[config.mk]
export PLATFORM = sky130hd
export DESIGN_NAME = ipirq_port
export DESIGN_NICKNAME = d
export VERILOG_FILES = /design/src/logic/ipirq_pkg.sv /design/src/logic/ipirq_port.sv /design/src/logic/ipirq_debounce.sv
export SDC_FILE = /design/constraint.sdc
export NUM_CORES = 1
export LEC_CHECK = 0
export BUFFER_PORTS_ARGS = -buffer_cell sky130_fd_sc_hd__buf_2
export CAP_MARGIN = 20
export CORE_UTILIZATION = 60
export CTS_CLUSTER_DIAMETER = 120
export DETAILED_ROUTE_END_ITERATION = 7
export PLACE_DENSITY = 0.82
export RECOVER_POWER = 25
export SYNTH_ARGS = -nofsm -noshare
export SYNTH_HDL_FRONTEND = slang
export SYNTH_SLANG_ARGS = --single-unit
export TNS_END_PERCENT = 30
[constraint.sdc]
create_clock -name ref_clk_i -period 4.1 [get_ports ref_clk_i]
set_clock_uncertainty 0.05 [all_clocks]
set_input_delay 0.41 -clock ref_clk_i [delete_from_list [all_inputs] [get_ports ref_clk_i]]
set_output_delay 0.41 -clock ref_clk_i [all_outputs]
set_load 0.03 [all_outputs]
[src/logic/ipirq_pkg.sv]
// constants for the four-bit input port with per-bit interrupt flags
package ipirq_pkg;
	localparam int PORT_W = 4;
	localparam int ADDR_W = 4;
	// register offsets on the plain register port
	localparam logic [3:0] OFS_PIN_LEVEL = 4'h0;
	localparam logic [3:0] OFS_IRQ_EN = 4'h1;
	localparam logic [3:0] OFS_IRQ_FLAG = 4'h2;
	localparam logic [3:0] OFS_EDGE_SEL = 4'h3;
	localparam logic [3:0] OFS_DEB_BYP = 4'h4;
	localparam logic [3:0] OFS_PULL_INH = 4'h5;
	localparam logic [3:0] OFS_PRESC = 4'h6;
	localparam logic [3:0] OFS_FREQ_OPT = 4'h7;
	localparam logic [3:0] OFS_WAKE_COMBO = 4'h8;
	// field positions
	localparam int DEB_SEL_BIT = 0;
	localparam int WAKE_BIT = 3;
	// reset values
	localparam logic [3:0] RST_IRQ_EN = 4'h0;
	localparam logic [3:0] RST_IRQ_FLAG = 4'h0;
	localparam logic [3:0] RST_EDGE_SEL = 4'h0;
	localparam logic [3:0] RST_DEB_BYP = 4'h0;
	localparam logic [3:0] RST_PULL_INH = 4'h0;
	localparam logic [3:0] RST_PRESC = 4'h0;
	localparam logic [3:0] RST_FREQ_OPT = 4'h0;
	localparam logic [3:0] RST_WAKE_COMBO = 4'h0;
	// debounce clock taps and their periods in reference clock cycles
	localparam int unsigned SYS_CLK_HZ = 100_000_000;
	localparam int unsigned TAP_SLOW_HZ = 128;
	localparam int unsigned TAP_FAST_HZ = 1024;
	localparam int unsigned DIV_SLOW = SYS_CLK_HZ / TAP_SLOW_HZ;
	localparam int unsigned DIV_FAST = SYS_CLK_HZ / TAP_FAST_HZ;
	localparam int DIV_W = 20;
endpackage : ipirq_pkg

[src/logic/ipirq_port.sv]
// four-bit input port: sync, debounce, edge flags, pulls, wake and taps
// Notes on behaviour
// - software reads pin levels any time, frozen in sleep unless wake set
// - sleep drops pulls and inputs unless wake set
// - per bit, debounced or direct input for interrupts
// - debouncer passes level stable over two ticks
// - per bit rising or falling edge requests
// - all four bits request, each own enable
// - reset clears every interrupt enable bit
// - disabled bit discards edges, latches nothing
// - enabling bit latches only the next edge
// - edge select change at level may request
// - pull only with fab option and inhibit clear
// - bits 0..2 always debounced to branch conditions
// - bits 0 and 3 clock the event counter
// - bit 3 drives millisecond counter start/stop
// - select bit picks 128 Hz or faster tap
// - edge select 0 rising, 1 falling
// - bypass 0 debounced, 1 direct
// - write one clears flag, zero leaves it
//
// Implementation choices: the address-and-strobe port and the register offsets.
`timescale 1ns/1ps
module ipirq_port
	import ipirq_pkg::*;
#(
	parameter int unsigned DIV_SLOW_P = DIV_SLOW, // cycles per slow tap
	parameter int unsigned DIV_FAST_P = DIV_FAST // cycles per fast tap
) (
	input wire logic ref_clk_i, // reference clock, 100 MHz
	input wire logic sys_rst_i, // synchronous reset, high
	input wire logic [ADDR_W-1:0] reg_addr_i, // register offset
	input wire logic [PORT_W-1:0] reg_wdata_i, // write data
	input wire logic reg_wr_i, // write strobe
	input wire logic reg_rd_i, // read strobe
	output logic [PORT_W-1:0] reg_rdata_o, // read data, cycle after strobe
	input wire logic [PORT_W-1:0] input_pins_i, // asynchronous pins
	input wire logic [PORT_W-1:0] fab_pull_up_option_i, // pull-up fitted
	input wire logic [PORT_W-1:0] fab_pull_down_option_i, // pull-down fitted
	input wire logic sleep_i, // device in sleep
	output logic [PORT_W-1:0] pull_up_en_o, // connect pull-up
	output logic [PORT_W-1:0] pull_dn_en_o, // connect pull-down
	output logic [PORT_W-1:0] pin_irq_flag_o, // sticky request flags
	output logic irq_req_o, // any flag set
	output logic wake_o, // input combination wakes device
	output logic branch_condition_1_o, // debounced bit 0
	output logic branch_condition_2_o, // debounced bit 1
	output logic branch_condition_3_o, // debounced bit 2
	output logic [1:0] event_clk_o, // counter clocks from bits 0 and 3
	output logic millisecond_counter_ctrl_o // start/stop from bit 3
);
	// software registers
	logic [PORT_W-1:0] irq_en_reg;
	logic [PORT_W-1:0] flag_reg;
	logic [PORT_W-1:0] flag_next;
	logic [PORT_W-1:0] edge_sel_reg;
	logic [PORT_W-1:0] deb_byp_reg;
	logic [PORT_W-1:0] pull_inh_reg;
	logic [PORT_W-1:0] presc_reg;
	logic [PORT_W-1:0] freq_opt_reg;
	logic [PORT_W-1:0] combo_reg;
	logic [PORT_W-1:0] rdata_reg;
	logic [PORT_W-1:0] rdata_next;
	// input path
	logic [PORT_W-1:0] sync1_reg;
	logic [PORT_W-1:0] sync2_reg;
	logic [PORT_W-1:0] sync3_reg;
	logic [PORT_W-1:0] clean_reg;
	logic [PORT_W-1:0] deb_w;
	logic [PORT_W-1:0] src_w;
	logic [PORT_W-1:0] trig_w;
	logic [PORT_W-1:0] trig_prev_reg;
	logic [PORT_W-1:0] set_w;
	logic [PORT_W-1:0] clr_w;
	// divider
	logic [DIV_W-1:0] div_cnt_reg;
	logic [DIV_W-1:0] div_limit_w;
	logic div_end_w;
	logic tick_reg;
	// decodes
	logic wr_en_w;
	logic wr_flag_w;
	logic wr_edge_w;
	logic wr_byp_w;
	logic wr_inh_w;
	logic wr_presc_w;
	logic wr_opt_w;
	logic wr_combo_w;
	logic wake_opt_w;
	logic active_w;
	logic [PORT_W-1:0] pull_ok_w;

	// write decodes
	assign wr_en_w = reg_wr_i && (reg_addr_i == OFS_IRQ_EN);
	assign wr_flag_w = reg_wr_i && (reg_addr_i == OFS_IRQ_FLAG);
	assign wr_edge_w = reg_wr_i && (reg_addr_i == OFS_EDGE_SEL);
	assign wr_byp_w = reg_wr_i && (reg_addr_i == OFS_DEB_BYP);
	assign wr_inh_w = reg_wr_i && (reg_addr_i == OFS_PULL_INH);
	assign wr_presc_w = reg_wr_i && (reg_addr_i == OFS_PRESC);
	assign wr_opt_w = reg_wr_i && (reg_addr_i == OFS_FREQ_OPT);
	assign wr_combo_w = reg_wr_i && (reg_addr_i == OFS_WAKE_COMBO);

	// control registers, all cleared by reset
	always_ff @(posedge ref_clk_i) begin
		if (sys_rst_i) begin
			irq_en_reg <= RST_IRQ_EN;
			edge_sel_reg <= RST_EDGE_SEL;
			deb_byp_reg <= RST_DEB_BYP;
			pull_inh_reg <= RST_PULL_INH;
			presc_reg <= RST_PRESC;
			freq_opt_reg <= RST_FREQ_OPT;
			combo_reg <= RST_WAKE_COMBO;
		end else begin
			if (wr_en_w) irq_en_reg <= reg_wdata_i;
			if (wr_edge_w) edge_sel_reg <= reg_wdata_i;
			if (wr_byp_w) deb_byp_reg <= reg_wdata_i;
			if (wr_inh_w) pull_inh_reg <= reg_wdata_i;
			if (wr_presc_w) presc_reg <= reg_wdata_i;
			if (wr_opt_w) freq_opt_reg <= reg_wdata_i;
			if (wr_combo_w) combo_reg <= reg_wdata_i;
		end
	end

	// read mux; unmapped offsets read zero
	always_comb begin
		rdata_next = '0;
		if (reg_rd_i) begin
			unique case (reg_addr_i)
				OFS_PIN_LEVEL: rdata_next = clean_reg;
				OFS_IRQ_EN: rdata_next = irq_en_reg;
				OFS_IRQ_FLAG: rdata_next = flag_reg;
				OFS_EDGE_SEL: rdata_next = edge_sel_reg;
				OFS_DEB_BYP: rdata_next = deb_byp_reg;
				OFS_PULL_INH: rdata_next = pull_inh_reg;
				OFS_PRESC: rdata_next = presc_reg;
				OFS_FREQ_OPT: rdata_next = freq_opt_reg;
				OFS_WAKE_COMBO: rdata_next = combo_reg;
				default: rdata_next = '0;
			endcase
		end
	end

	// read data stands only in the cycle after the strobe
	always_ff @(posedge ref_clk_i) begin
		if (sys_rst_i) rdata_reg <= '0;
		else rdata_reg <= rdata_next;
	end
	assign reg_rdata_o = rdata_reg;

	// in sleep the inputs freeze unless wake-on-combination is armed
	assign wake_opt_w = freq_opt_reg[WAKE_BIT];
	assign active_w = !sleep_i || wake_opt_w;

	// three-stage synchroniser; a change counts when stages 2 and 3 agree
	always_ff @(posedge ref_clk_i) begin
		if (sys_rst_i) begin
			sync1_reg <= '0;
			sync2_reg <= '0;
			sync3_reg <= '0;
			clean_reg <= '0;
		end else begin
			sync1_reg <= input_pins_i;
			sync2_reg <= sync1_reg;
			sync3_reg <= sync2_reg;
			for (int b = 0; b < PORT_W; b++) begin
				if (active_w && (sync2_reg[b] == sync3_reg[b])) begin
					clean_reg[b] <= sync3_reg[b];
				end
			end
		end
	end

	// debounce tick divider; the tap follows the select bit at once
	assign div_limit_w = presc_reg[DEB_SEL_BIT] ?
		DIV_W'(DIV_FAST_P - 1) : DIV_W'(DIV_SLOW_P - 1);
	// compare with >= so a shorter tap never strands the counter
	assign div_end_w = (div_cnt_reg >= div_limit_w);

	always_ff @(posedge ref_clk_i) begin
		if (sys_rst_i) begin
			div_cnt_reg <= '0;
			tick_reg <= 1'b0;
		end else begin
			div_cnt_reg <= div_end_w ? '0 : div_cnt_reg + 1'b1;
			tick_reg <= div_end_w;
		end
	end

	// one debouncer per bit, shared by interrupts, the event counter and branches
	generate
		for (genvar g = 0; g < PORT_W; g++) begin : g_deb
			ipirq_debounce u_deb (
				.ref_clk_i(ref_clk_i),
				.sys_rst_i(sys_rst_i),
				.tick_i(tick_reg),
				.level_i(clean_reg[g]),
				.level_o(deb_w[g])
			);
		end
	endgenerate

	// source select and polarity; a falling edge is a rising inverted level
	assign src_w = (deb_byp_reg & clean_reg) | (~deb_byp_reg & deb_w);
	assign trig_w = src_w ^ edge_sel_reg;
	// trig_prev tracks even when masked, so old edges are never recalled;
	// a polarity flip changes trig_w and may request, so mask first
	assign set_w = irq_en_reg & trig_w & ~trig_prev_reg;
	assign clr_w = wr_flag_w ? reg_wdata_i : '0;
	// set beats a clear in the same cycle
	assign flag_next = (flag_reg & ~clr_w) | set_w;

	always_ff @(posedge ref_clk_i) begin
		if (sys_rst_i) begin
			trig_prev_reg <= '0;
			flag_reg <= RST_IRQ_FLAG;
		end else begin
			trig_prev_reg <= trig_w;
			flag_reg <= flag_next;
		end
	end
	assign pin_irq_flag_o = flag_reg;
	assign irq_req_o = |flag_reg;

	// pulls: fitted option, not inhibited, awake or wake armed; both fitted is refused
	assign pull_ok_w = ~pull_inh_reg & ~(fab_pull_up_option_i & fab_pull_down_option_i)
		& {PORT_W{active_w}};
	assign pull_up_en_o = fab_pull_up_option_i & pull_ok_w;
	assign pull_dn_en_o = fab_pull_down_option_i & pull_ok_w;

	// wake on the programmed combination while asleep
	assign wake_o = sleep_i && wake_opt_w && (clean_reg == combo_reg);

	// taps to other blocks
	assign branch_condition_1_o = deb_w[0];
	assign branch_condition_2_o = deb_w[1];
	assign branch_condition_3_o = deb_w[2];
	assign event_clk_o = {trig_w[3], trig_w[0]};
	assign millisecond_counter_ctrl_o = clean_reg[3];
endmodule : ipirq_port

[src/logic/ipirq_debounce.sv]
// one-bit debouncer clocked by a slow tick enable
`timescale 1ns/1ps
module ipirq_debounce
	import ipirq_pkg::*;
(
	input wire logic ref_clk_i, // reference clock
	input wire logic sys_rst_i, // synchronous reset, high
	input wire logic tick_i, // debounce clock enable pulse
	input wire logic level_i, // synchronised input level
	output logic level_o // debounced level
);
	logic sample_reg;
	logic level_reg;
	logic agree_w;

	// a level counts once two successive ticks saw the same value
	assign agree_w = (level_i == sample_reg);
	assign level_o = level_reg;

	// sample on each tick, pass the level only when it held
	always_ff @(posedge ref_clk_i) begin
		if (sys_rst_i) begin
			sample_reg <= 1'b0;
			level_reg <= 1'b0;
		end else if (tick_i) begin
			sample_reg <= level_i;
			if (agree_w) begin
				level_reg <= level_i;
			end
		end
	end
endmodule : ipirq_debounce

==> results.sh, run 1 <==
export IMPL_grt_pass1_wl_um=14100
export IMPL_timing_rr_start="presc_reg[0]"
export IMPL_peakVddDrop_v=0.000341
export IMPL_cp_end_kind="flip-flop"
export IMPL_track_usage_pct=25.8
export IMPL_whs_path_depth=2
export IMPL_synthAdderAreaFrac_pct=3.80
export IMPL_worstMarginPinSlew_ps=2340
export IMPL_fin_nets=501
export IMPL_die_area_sq_um=6910
export IMPL_antenna_found_initial=0
export IMPL_clk_latency_ps=360
export IMPL_outcome="finished with violations"
export IMPL_synth_simple_area_share_pct=22.2
export IMPL_cts_buffer_depth=2
export IMPL_syn_nets=468
export IMPL_cts_clk_slew_worst_paths_ps=90
export IMPL_overflow=0
export IMPL_drc=0
export IMPL_grt_pass1_vias=2921
export IMPL_final_cell_area_sq_um=4390
export IMPL_vias=3134
export IMPL_start_util_pct=62.2
export IMPL_ff2ff_setup_slack_ps=1700
export IMPL_hp_class="in -> reg"
export IMPL_rr_worst_depth=7
export IMPL_synth_top_family_by_area="simple AND/OR/NAND/NOR gates"
export IMPL_synth_xor_area_share_pct=5.10
export IMPL_ys_flop_type="dfxtp_1"
export IMPL_cts_setup_buffers=0
export IMPL_final_hold_viol_count=0
export IMPL_slew_viol_final=59
export IMPL_fin_crit_ps=2640
export IMPL_utilization_pct=69.1
export IMPL_die_h_um=83.2
export IMPL_die_x_um=83.2
export IMPL_hold_buffers=0
export IMPL_worstSetupPathType="in -> reg"
export IMPL_ys_warn_count=0
export IMPL_cts_buffers=9
export IMPL_slew_headroom_pct=-56.0
export IMPL_hpwl_um=5720
export IMPL_htree_levels=3
export IMPL_muxShareOfSynthArea_pct=10.9
export IMPL_io_buffers=48
export IMPL_drv_cap=1
export IMPL_dr_pass1_iters=4
export IMPL_syn_area_sq_um=3950
export IMPL_io_pins=49
export IMPL_rr_endpoint="div_cnt_reg[6]"
export IMPL_wl_um=8290
export IMPL_core_area_sq_um=6350
export IMPL_grt_max_degree=59
export IMPL_post_route_cells_drive_above_1_share_pct=15.1
export IMPL_routedWlPerCell_um=15.2
export IMPL_worstPathArrival_ps=2840
export IMPL_ant_nets=0
export IMPL_critPathLaunchType="input pin"
export IMPL_synthCells=431
export IMPL_ys_seq_area_share_pct=43.1
export IMPL_violations="max-capacitance violations, max-slew violations"
export IMPL_max_freq_mhz=379
export IMPL_setup_viol=0
export IMPL_rows=29
export IMPL_worst_ep_required_time_ps=4300
export IMPL_fin_crit_sh_pct=64.4
export IMPL_worstPathMaxFanout=58
export IMPL_diodes=0
export IMPL_largest_reg_flops=20
export IMPL_async_flop_share_pct=0
export IMPL_synth_seq_cells=85
export IMPL_tns_ps=0
export IMPL_synth_compound_area_share_pct=10.7
export IMPL_area_growth_pct=11.1
export IMPL_ys_types=50
export IMPL_rsz0062_at_grt="false"
export IMPL_syn_area_per_cell_sq_um=9.17
export IMPL_gp_congestion=0.847
export IMPL_placed_cell_area_sq_um=4160
export IMPL_cts_resized=0
export IMPL_synth_edf_count=0
export IMPL_cts_tree="done"
export IMPL_hold_end="sync1_reg[2]"
export IMPL_viasPerCell=5.74
export IMPL_min_from="input_pins_i[2]"
export IMPL_root_buffer="clkbuf_8"
export IMPL_drtIter0Drc=273
export IMPL_p_leak_nw=1.82
export IMPL_power_density_nw_per_um2=368
export IMPL_cts_sinks=85
[metrics by stage]
| stage | instances | setup WS [ps] | power (W) | hold slack [ps] |
|---|---|---|---|---|
| after floorplan | 431 | 1820 | 0.000935 | 364 |
| after global placement | 529 | 1850 | 0.000958 | 367 |
| after detailed placement | 529 | 1720 | 0.000961 | 376 |
| after CTS | 545 | 1690 | 0.00162 | 201 |
| after global routing | 546 | 1160 | 0.00167 | 210 |
| final | 546 | 1460 | 0.00161 | 205 |
[per-layer routing]
layer  global-route usage (%)  routed length (um)  vias up
li1                         -                   -     1568
met3                     4.47                 406       18
met4                     10.3                 191        0
met2                     40.5                3790       85
met1                     35.4                3900     1463
met5                        0                   0        -
[cells in the final DEF, fill, tap and decap left out, types with 3 or more instances in the layout]
cell / n
a21oi_1: 22
a22o_1: 3
a2bb2oi_1: 4
a32oi_1: 4
and2_1: 5
and3_1: 10
buf_2: 44
clkbuf_1: 5
clkbuf_8: 9
dfxtp_1: 85
ha_1: 12
inv_1: 9
inv_6: 3
mux2_2: 3
mux2i_1: 35
nand2_1: 18
nand3_1: 12
nand3b_1: 7
nand4_1: 6
nor2_1: 69
nor2b_1: 20
nor4b_1: 8
o21ai_0: 19
xnor2_1: 7
xor2_1: 16
[worst max-delay path, stage by stage]
cell and delay (ps):
clkbuf_1 250, clkbuf_1 1710, nor2_1 220, nand3b_1 190
nand2_1 60
[cells in the mapped netlist, types with 8 or more instances]
| cell type | number | share of area, % |
|---|---|---|
| nor4b_1 | 8 | 1.8 |
| nor2_1 | 69 | 6.6 |
| o21ai_0 | 19 | 2.4 |
| inv_1 | 9 | 0.85 |
| nand2_1 | 18 | 1.7 |
| and3_1 | 10 | 1.6 |
| nor2b_1 | 20 | 3.2 |
| xor2_1 | 16 | 3.5 |
| mux2i_1 | 35 | 8.9 |
| a21oi_1 | 22 | 2.8 |
| clkbuf_1 | 18 | 1.7 |
| ha_1 | 12 | 3.8 |
| nand3_1 | 12 | 1.5 |
| dfxtp_1 | 85 | 43 |
[layout make-up]
class,count,area [sq um]
Clock buffer,9,124
Clock inverter,7,104
Fill cell,502,1960
Inverter,9,33.8
Multi-Input combinational cell,309,2080
Sequential cell,85,1700
Tap cell,77,96.3
Timing Repair Buffer,50,246
[how the worst max path moves through the flow]
stage,to,startpoint,slack [ps]
after detailed placement,div_cnt_reg[6],presc_reg[0],1720
final,pin_irq_flag_o[2],sys_rst_i,1460
after global placement,div_cnt_reg[16],presc_reg[0],1850
after CTS,div_cnt_reg[6],presc_reg[0],1690
after floorplan,pull_dn_en_o[0],sleep_i,1820
after global routing,pin_irq_flag_o[2],sys_rst_i,1160
[power breakdown]
group          internal [W]  switching [W]   total, W
clock              0.000352       0.000319   0.000671
combinational     0.0000374      0.0000612  0.0000985
sequential         0.000836     0.00000786   0.000844
total               0.00123       0.000388    0.00161
[logic make-up after synthesis]
group	Yosys count
adders and majority gates	12
buffers and inverters	37
AOI/OAI and AO/OA	66
DFF	85
xor gates and xnor gates	23
muxes	40
and+or+nand+nor	168
Note: power is estimated with default switching activity, not from simulation.
==> run 2, diff against run 1 <==
ABC_AREA = 1   (was not set)
CORE_UTILIZATION = 58   (was 60)
PLACE_DENSITY = 0.8   (was 0.82)
clock period = 2.5 ns   (was 4.1 ns; I/O delays follow)
==> run 2 against run 1 <==
The flow still finishes with violations (max-capacitance violations, max-slew violations). Synthesized area grew 3.3%. Clock power rose by 83%. Setup slack worse by 1000 ps. Sequential share of layout area decreased by 2.0 points. Clock-buffer cell count did not move. First-iteration DRC count fell by 1.1%. Combinational power grew 73%. Final cell count grew 33%. Power increased by 73%. Global-route usage rose by 0.74 points. Synthesized cell count grew 34%. Highest routed layer unchanged.
==> results.sh, run 2 <==
export IMPL_critPathLaunchType="input pin"
export IMPL_worst_ep_required_time_ps=2620
export IMPL_final_cell_mix="nand2_1, inv_1, dfxtp_1, nor2_1, buf_2"
export IMPL_hold_buffers=0
export IMPL_placed_cell_area_sq_um=4390
export IMPL_root_buffer="clkbuf_8"
export IMPL_cts_sinks=85
export IMPL_cts_resized=0
export IMPL_start_util_pct=60.1
export IMPL_final_instance_count_excl_fill=726
export IMPL_wl_um=9330
export IMPL_drtIter0Drc=270
export IMPL_rsz0062_at_grt="false"
export IMPL_clk_latency_ps=360
export IMPL_die_x_um=85.9
export IMPL_core_area_sq_um=6790
export IMPL_syn_nets=615
export IMPL_synth_seq_cells=85
export IMPL_fin_nets=662
export IMPL_vias=3809
export IMPL_final_cell_area_sq_um=4630
export IMPL_ys_warn_count=0
export IMPL_worstPathArrival_ps=2200
export IMPL_grt_pass1_vias=3545
export IMPL_slowest_stage="clkbuf_1"
export IMPL_yosys_area_top_type="dfxtp_1"
export IMPL_synth_most_common_cell="nand2_1"
export IMPL_setup_viol=0
export IMPL_ys_flop_type="dfxtp_1"
export IMPL_dp_cells=710
export IMPL_cpPeakStageDelay_ps=1410
export IMPL_diodes=0
export IMPL_rr_worst_depth=10
export IMPL_grt_pass1_wl_um=15300
export IMPL_ys_types=36
export IMPL_fin_crit_sh_pct=83.2
export IMPL_routedWlPerCell_um=12.8
export IMPL_cts_tree="done"
export IMPL_rr_endpoint="div_cnt_reg[11]"
export IMPL_ant_nets=0
export IMPL_nFillCells=596
export IMPL_hp_class="in -> reg"
export IMPL_viasPerCell=5.25
export IMPL_fin_crit_ps=2080
export IMPL_gp_congestion=0.915
export IMPL_final_hold_viol_count=0
export IMPL_p_leak_nw=1.99
export IMPL_syn_area_per_cell_sq_um=7.06
export IMPL_violations="max-capacitance violations, max-slew violations"
export IMPL_crit_chain="clkbuf_1, clkbuf_1, nor2_1, nand2_1, o21ai_0"
export IMPL_finalPower_w=0.00278
export IMPL_io_buffers=48
export IMPL_peakVddDrop_v=0.000326
export IMPL_synth_commonest_cells="nand2_1, dfxtp_1, inv_1"
export IMPL_critPathTopFamily="buffers and inverters"
export IMPL_dr_pass1_iters=5
export IMPL_die_area_sq_um=7380
export IMPL_max_freq_mhz=481
export IMPL_cts_buffer_depth=2
export IMPL_drv_cap=1
export IMPL_slew_viol_final=44
export IMPL_cts_buffers=9
export IMPL_drc=0
export IMPL_outcome="finished with violations"
export IMPL_mostFrequentLayoutCell="nand2_1"
export IMPL_post_route_cells_drive_above_1_share_pct=12.9
export IMPL_pre_cts_slack_ps=565
export IMPL_power_density_nw_per_um2=602
export IMPL_hold_end="sync1_reg[0]"
export IMPL_area_growth_pct=13.4
export IMPL_tns_ps=0
export IMPL_critPathBufInv=2
export IMPL_synthCells=578
export IMPL_overflow=0
export IMPL_cp_end_kind="flip-flop"
export IMPL_min_from="input_pins_i[0]"
export IMPL_cts_clk_slew_worst_paths_ps=90
export IMPL_worstSetupPathType="in -> reg"
export IMPL_synth_top_area_share_pct=41.7
export IMPL_track_usage_pct=26.5
export IMPL_cts_setup_buffers=0
export IMPL_ys_seq_area_share_pct=41.7
export IMPL_syn_area_sq_um=4080
export IMPL_timing_rr_start="presc_reg[0]"
export IMPL_ff2ff_setup_slack_ps=490
export IMPL_whs_path_depth=3
export IMPL_worst_path_most_repeated_cell="clkbuf_1"
export IMPL_grt_max_degree=44
export IMPL_die_h_um=85.9
export IMPL_worstPathMaxFanout=43
export IMPL_largest_reg_flops=20
export IMPL_synth_edf_count=0
export IMPL_rows=30
export IMPL_hpwl_um=6760
export IMPL_slew_headroom_pct=-31.9
export IMPL_layout_setup_ws_ps=420
export IMPL_worstMarginPinSlew_ps=1980
export IMPL_io_pins=49
export IMPL_async_flop_share_pct=0
export IMPL_antenna_found_initial=0
export IMPL_yosys_top_cells_area="dfxtp_1, nand2_1, inv_1"
export IMPL_htree_levels=3
run 2: cell types whose count changed after synthesis, moves of 21 or more:
cell     before  now
mux2i_1      35    0
o21ai_0      19   42
nand2_1      18  124
nand3_1      12   33
inv_1         9   85
run 2: power breakdown:
part           switching (W)  internal [W]  total [W]  leakage [nW]
Clock               0.000544      0.000682    0.00123         0.127
Sequential         0.0000151       0.00137    0.00139         0.688
Combinational       0.000118     0.0000516   0.000170          1.18
Total               0.000678       0.00211    0.00278          1.99
run 2: worst min-delay path, stage by stage:
cell	delay, ps
buf_2	70
inv_1	30
nor2_1	60
run 2: worst max-delay path by stage:
stage / startpoint / end / slack, ps / depth (start not counted)
4_1_cts: freq_opt_reg[3] / pull_dn_en_o[1] / 500 / 3
6_report: sys_rst_i / pin_irq_flag_o[2] / 420 / 5
3_3_place_gp: presc_reg[0] / div_cnt_reg[0] / 650 / 10
3_5_place_dp: presc_reg[0] / div_cnt_reg[9] / 560 / 10
2_1_floorplan: freq_opt_reg[3] / pull_dn_en_o[0] / 670 / 3
5_1_grt: presc_reg[0] / div_cnt_reg[11] / 260 / 10
run 2: kinds of logic after synthesis:
family | Yosys count | synth area share, %
adder cells (fa/ha/maj) | 12 | 3.68
AO/OA/AOI/OAI | 97 | 12.8
buffers and inverters | 103 | 9.93
flip-flops | 85 | 41.7
XOR/XNOR | 16 | 3.43
AND/OR/NAND/NOR | 265 | 28.5
run 2: area by class of cell:
class	count	area (sq um)	area share [%]
Tap cell	96	120	2.59
Clock buffer	9	124	2.68
Sequential cell	85	1700	36.8
Timing Repair Buffer	51	258	5.57
Clock inverter	7	128	2.76
Multi-Input combinational cell	390	1970	42.5
Inverter	88	330	7.14
run 2: layer usage:
layer	vias to the layer above	global-route usage, %	wire length (um)	part of all wire, %
met5	-	0	0	0
met4	0	13.0	283	3.0
met3	26	5.39	459	4.9
met2	115	44.6	4410	47
met1	1724	32.4	4170	45
li1	1944	-	-	-
run 2: metrics by stage:
step                      hold WS, ps  utilization (%)
after floorplan                   307                -
after global placement            341             64.6
after detailed placement          342             64.6
after CTS                        23.8             68.3
after global routing             17.4             68.1
final                            32.0             68.1
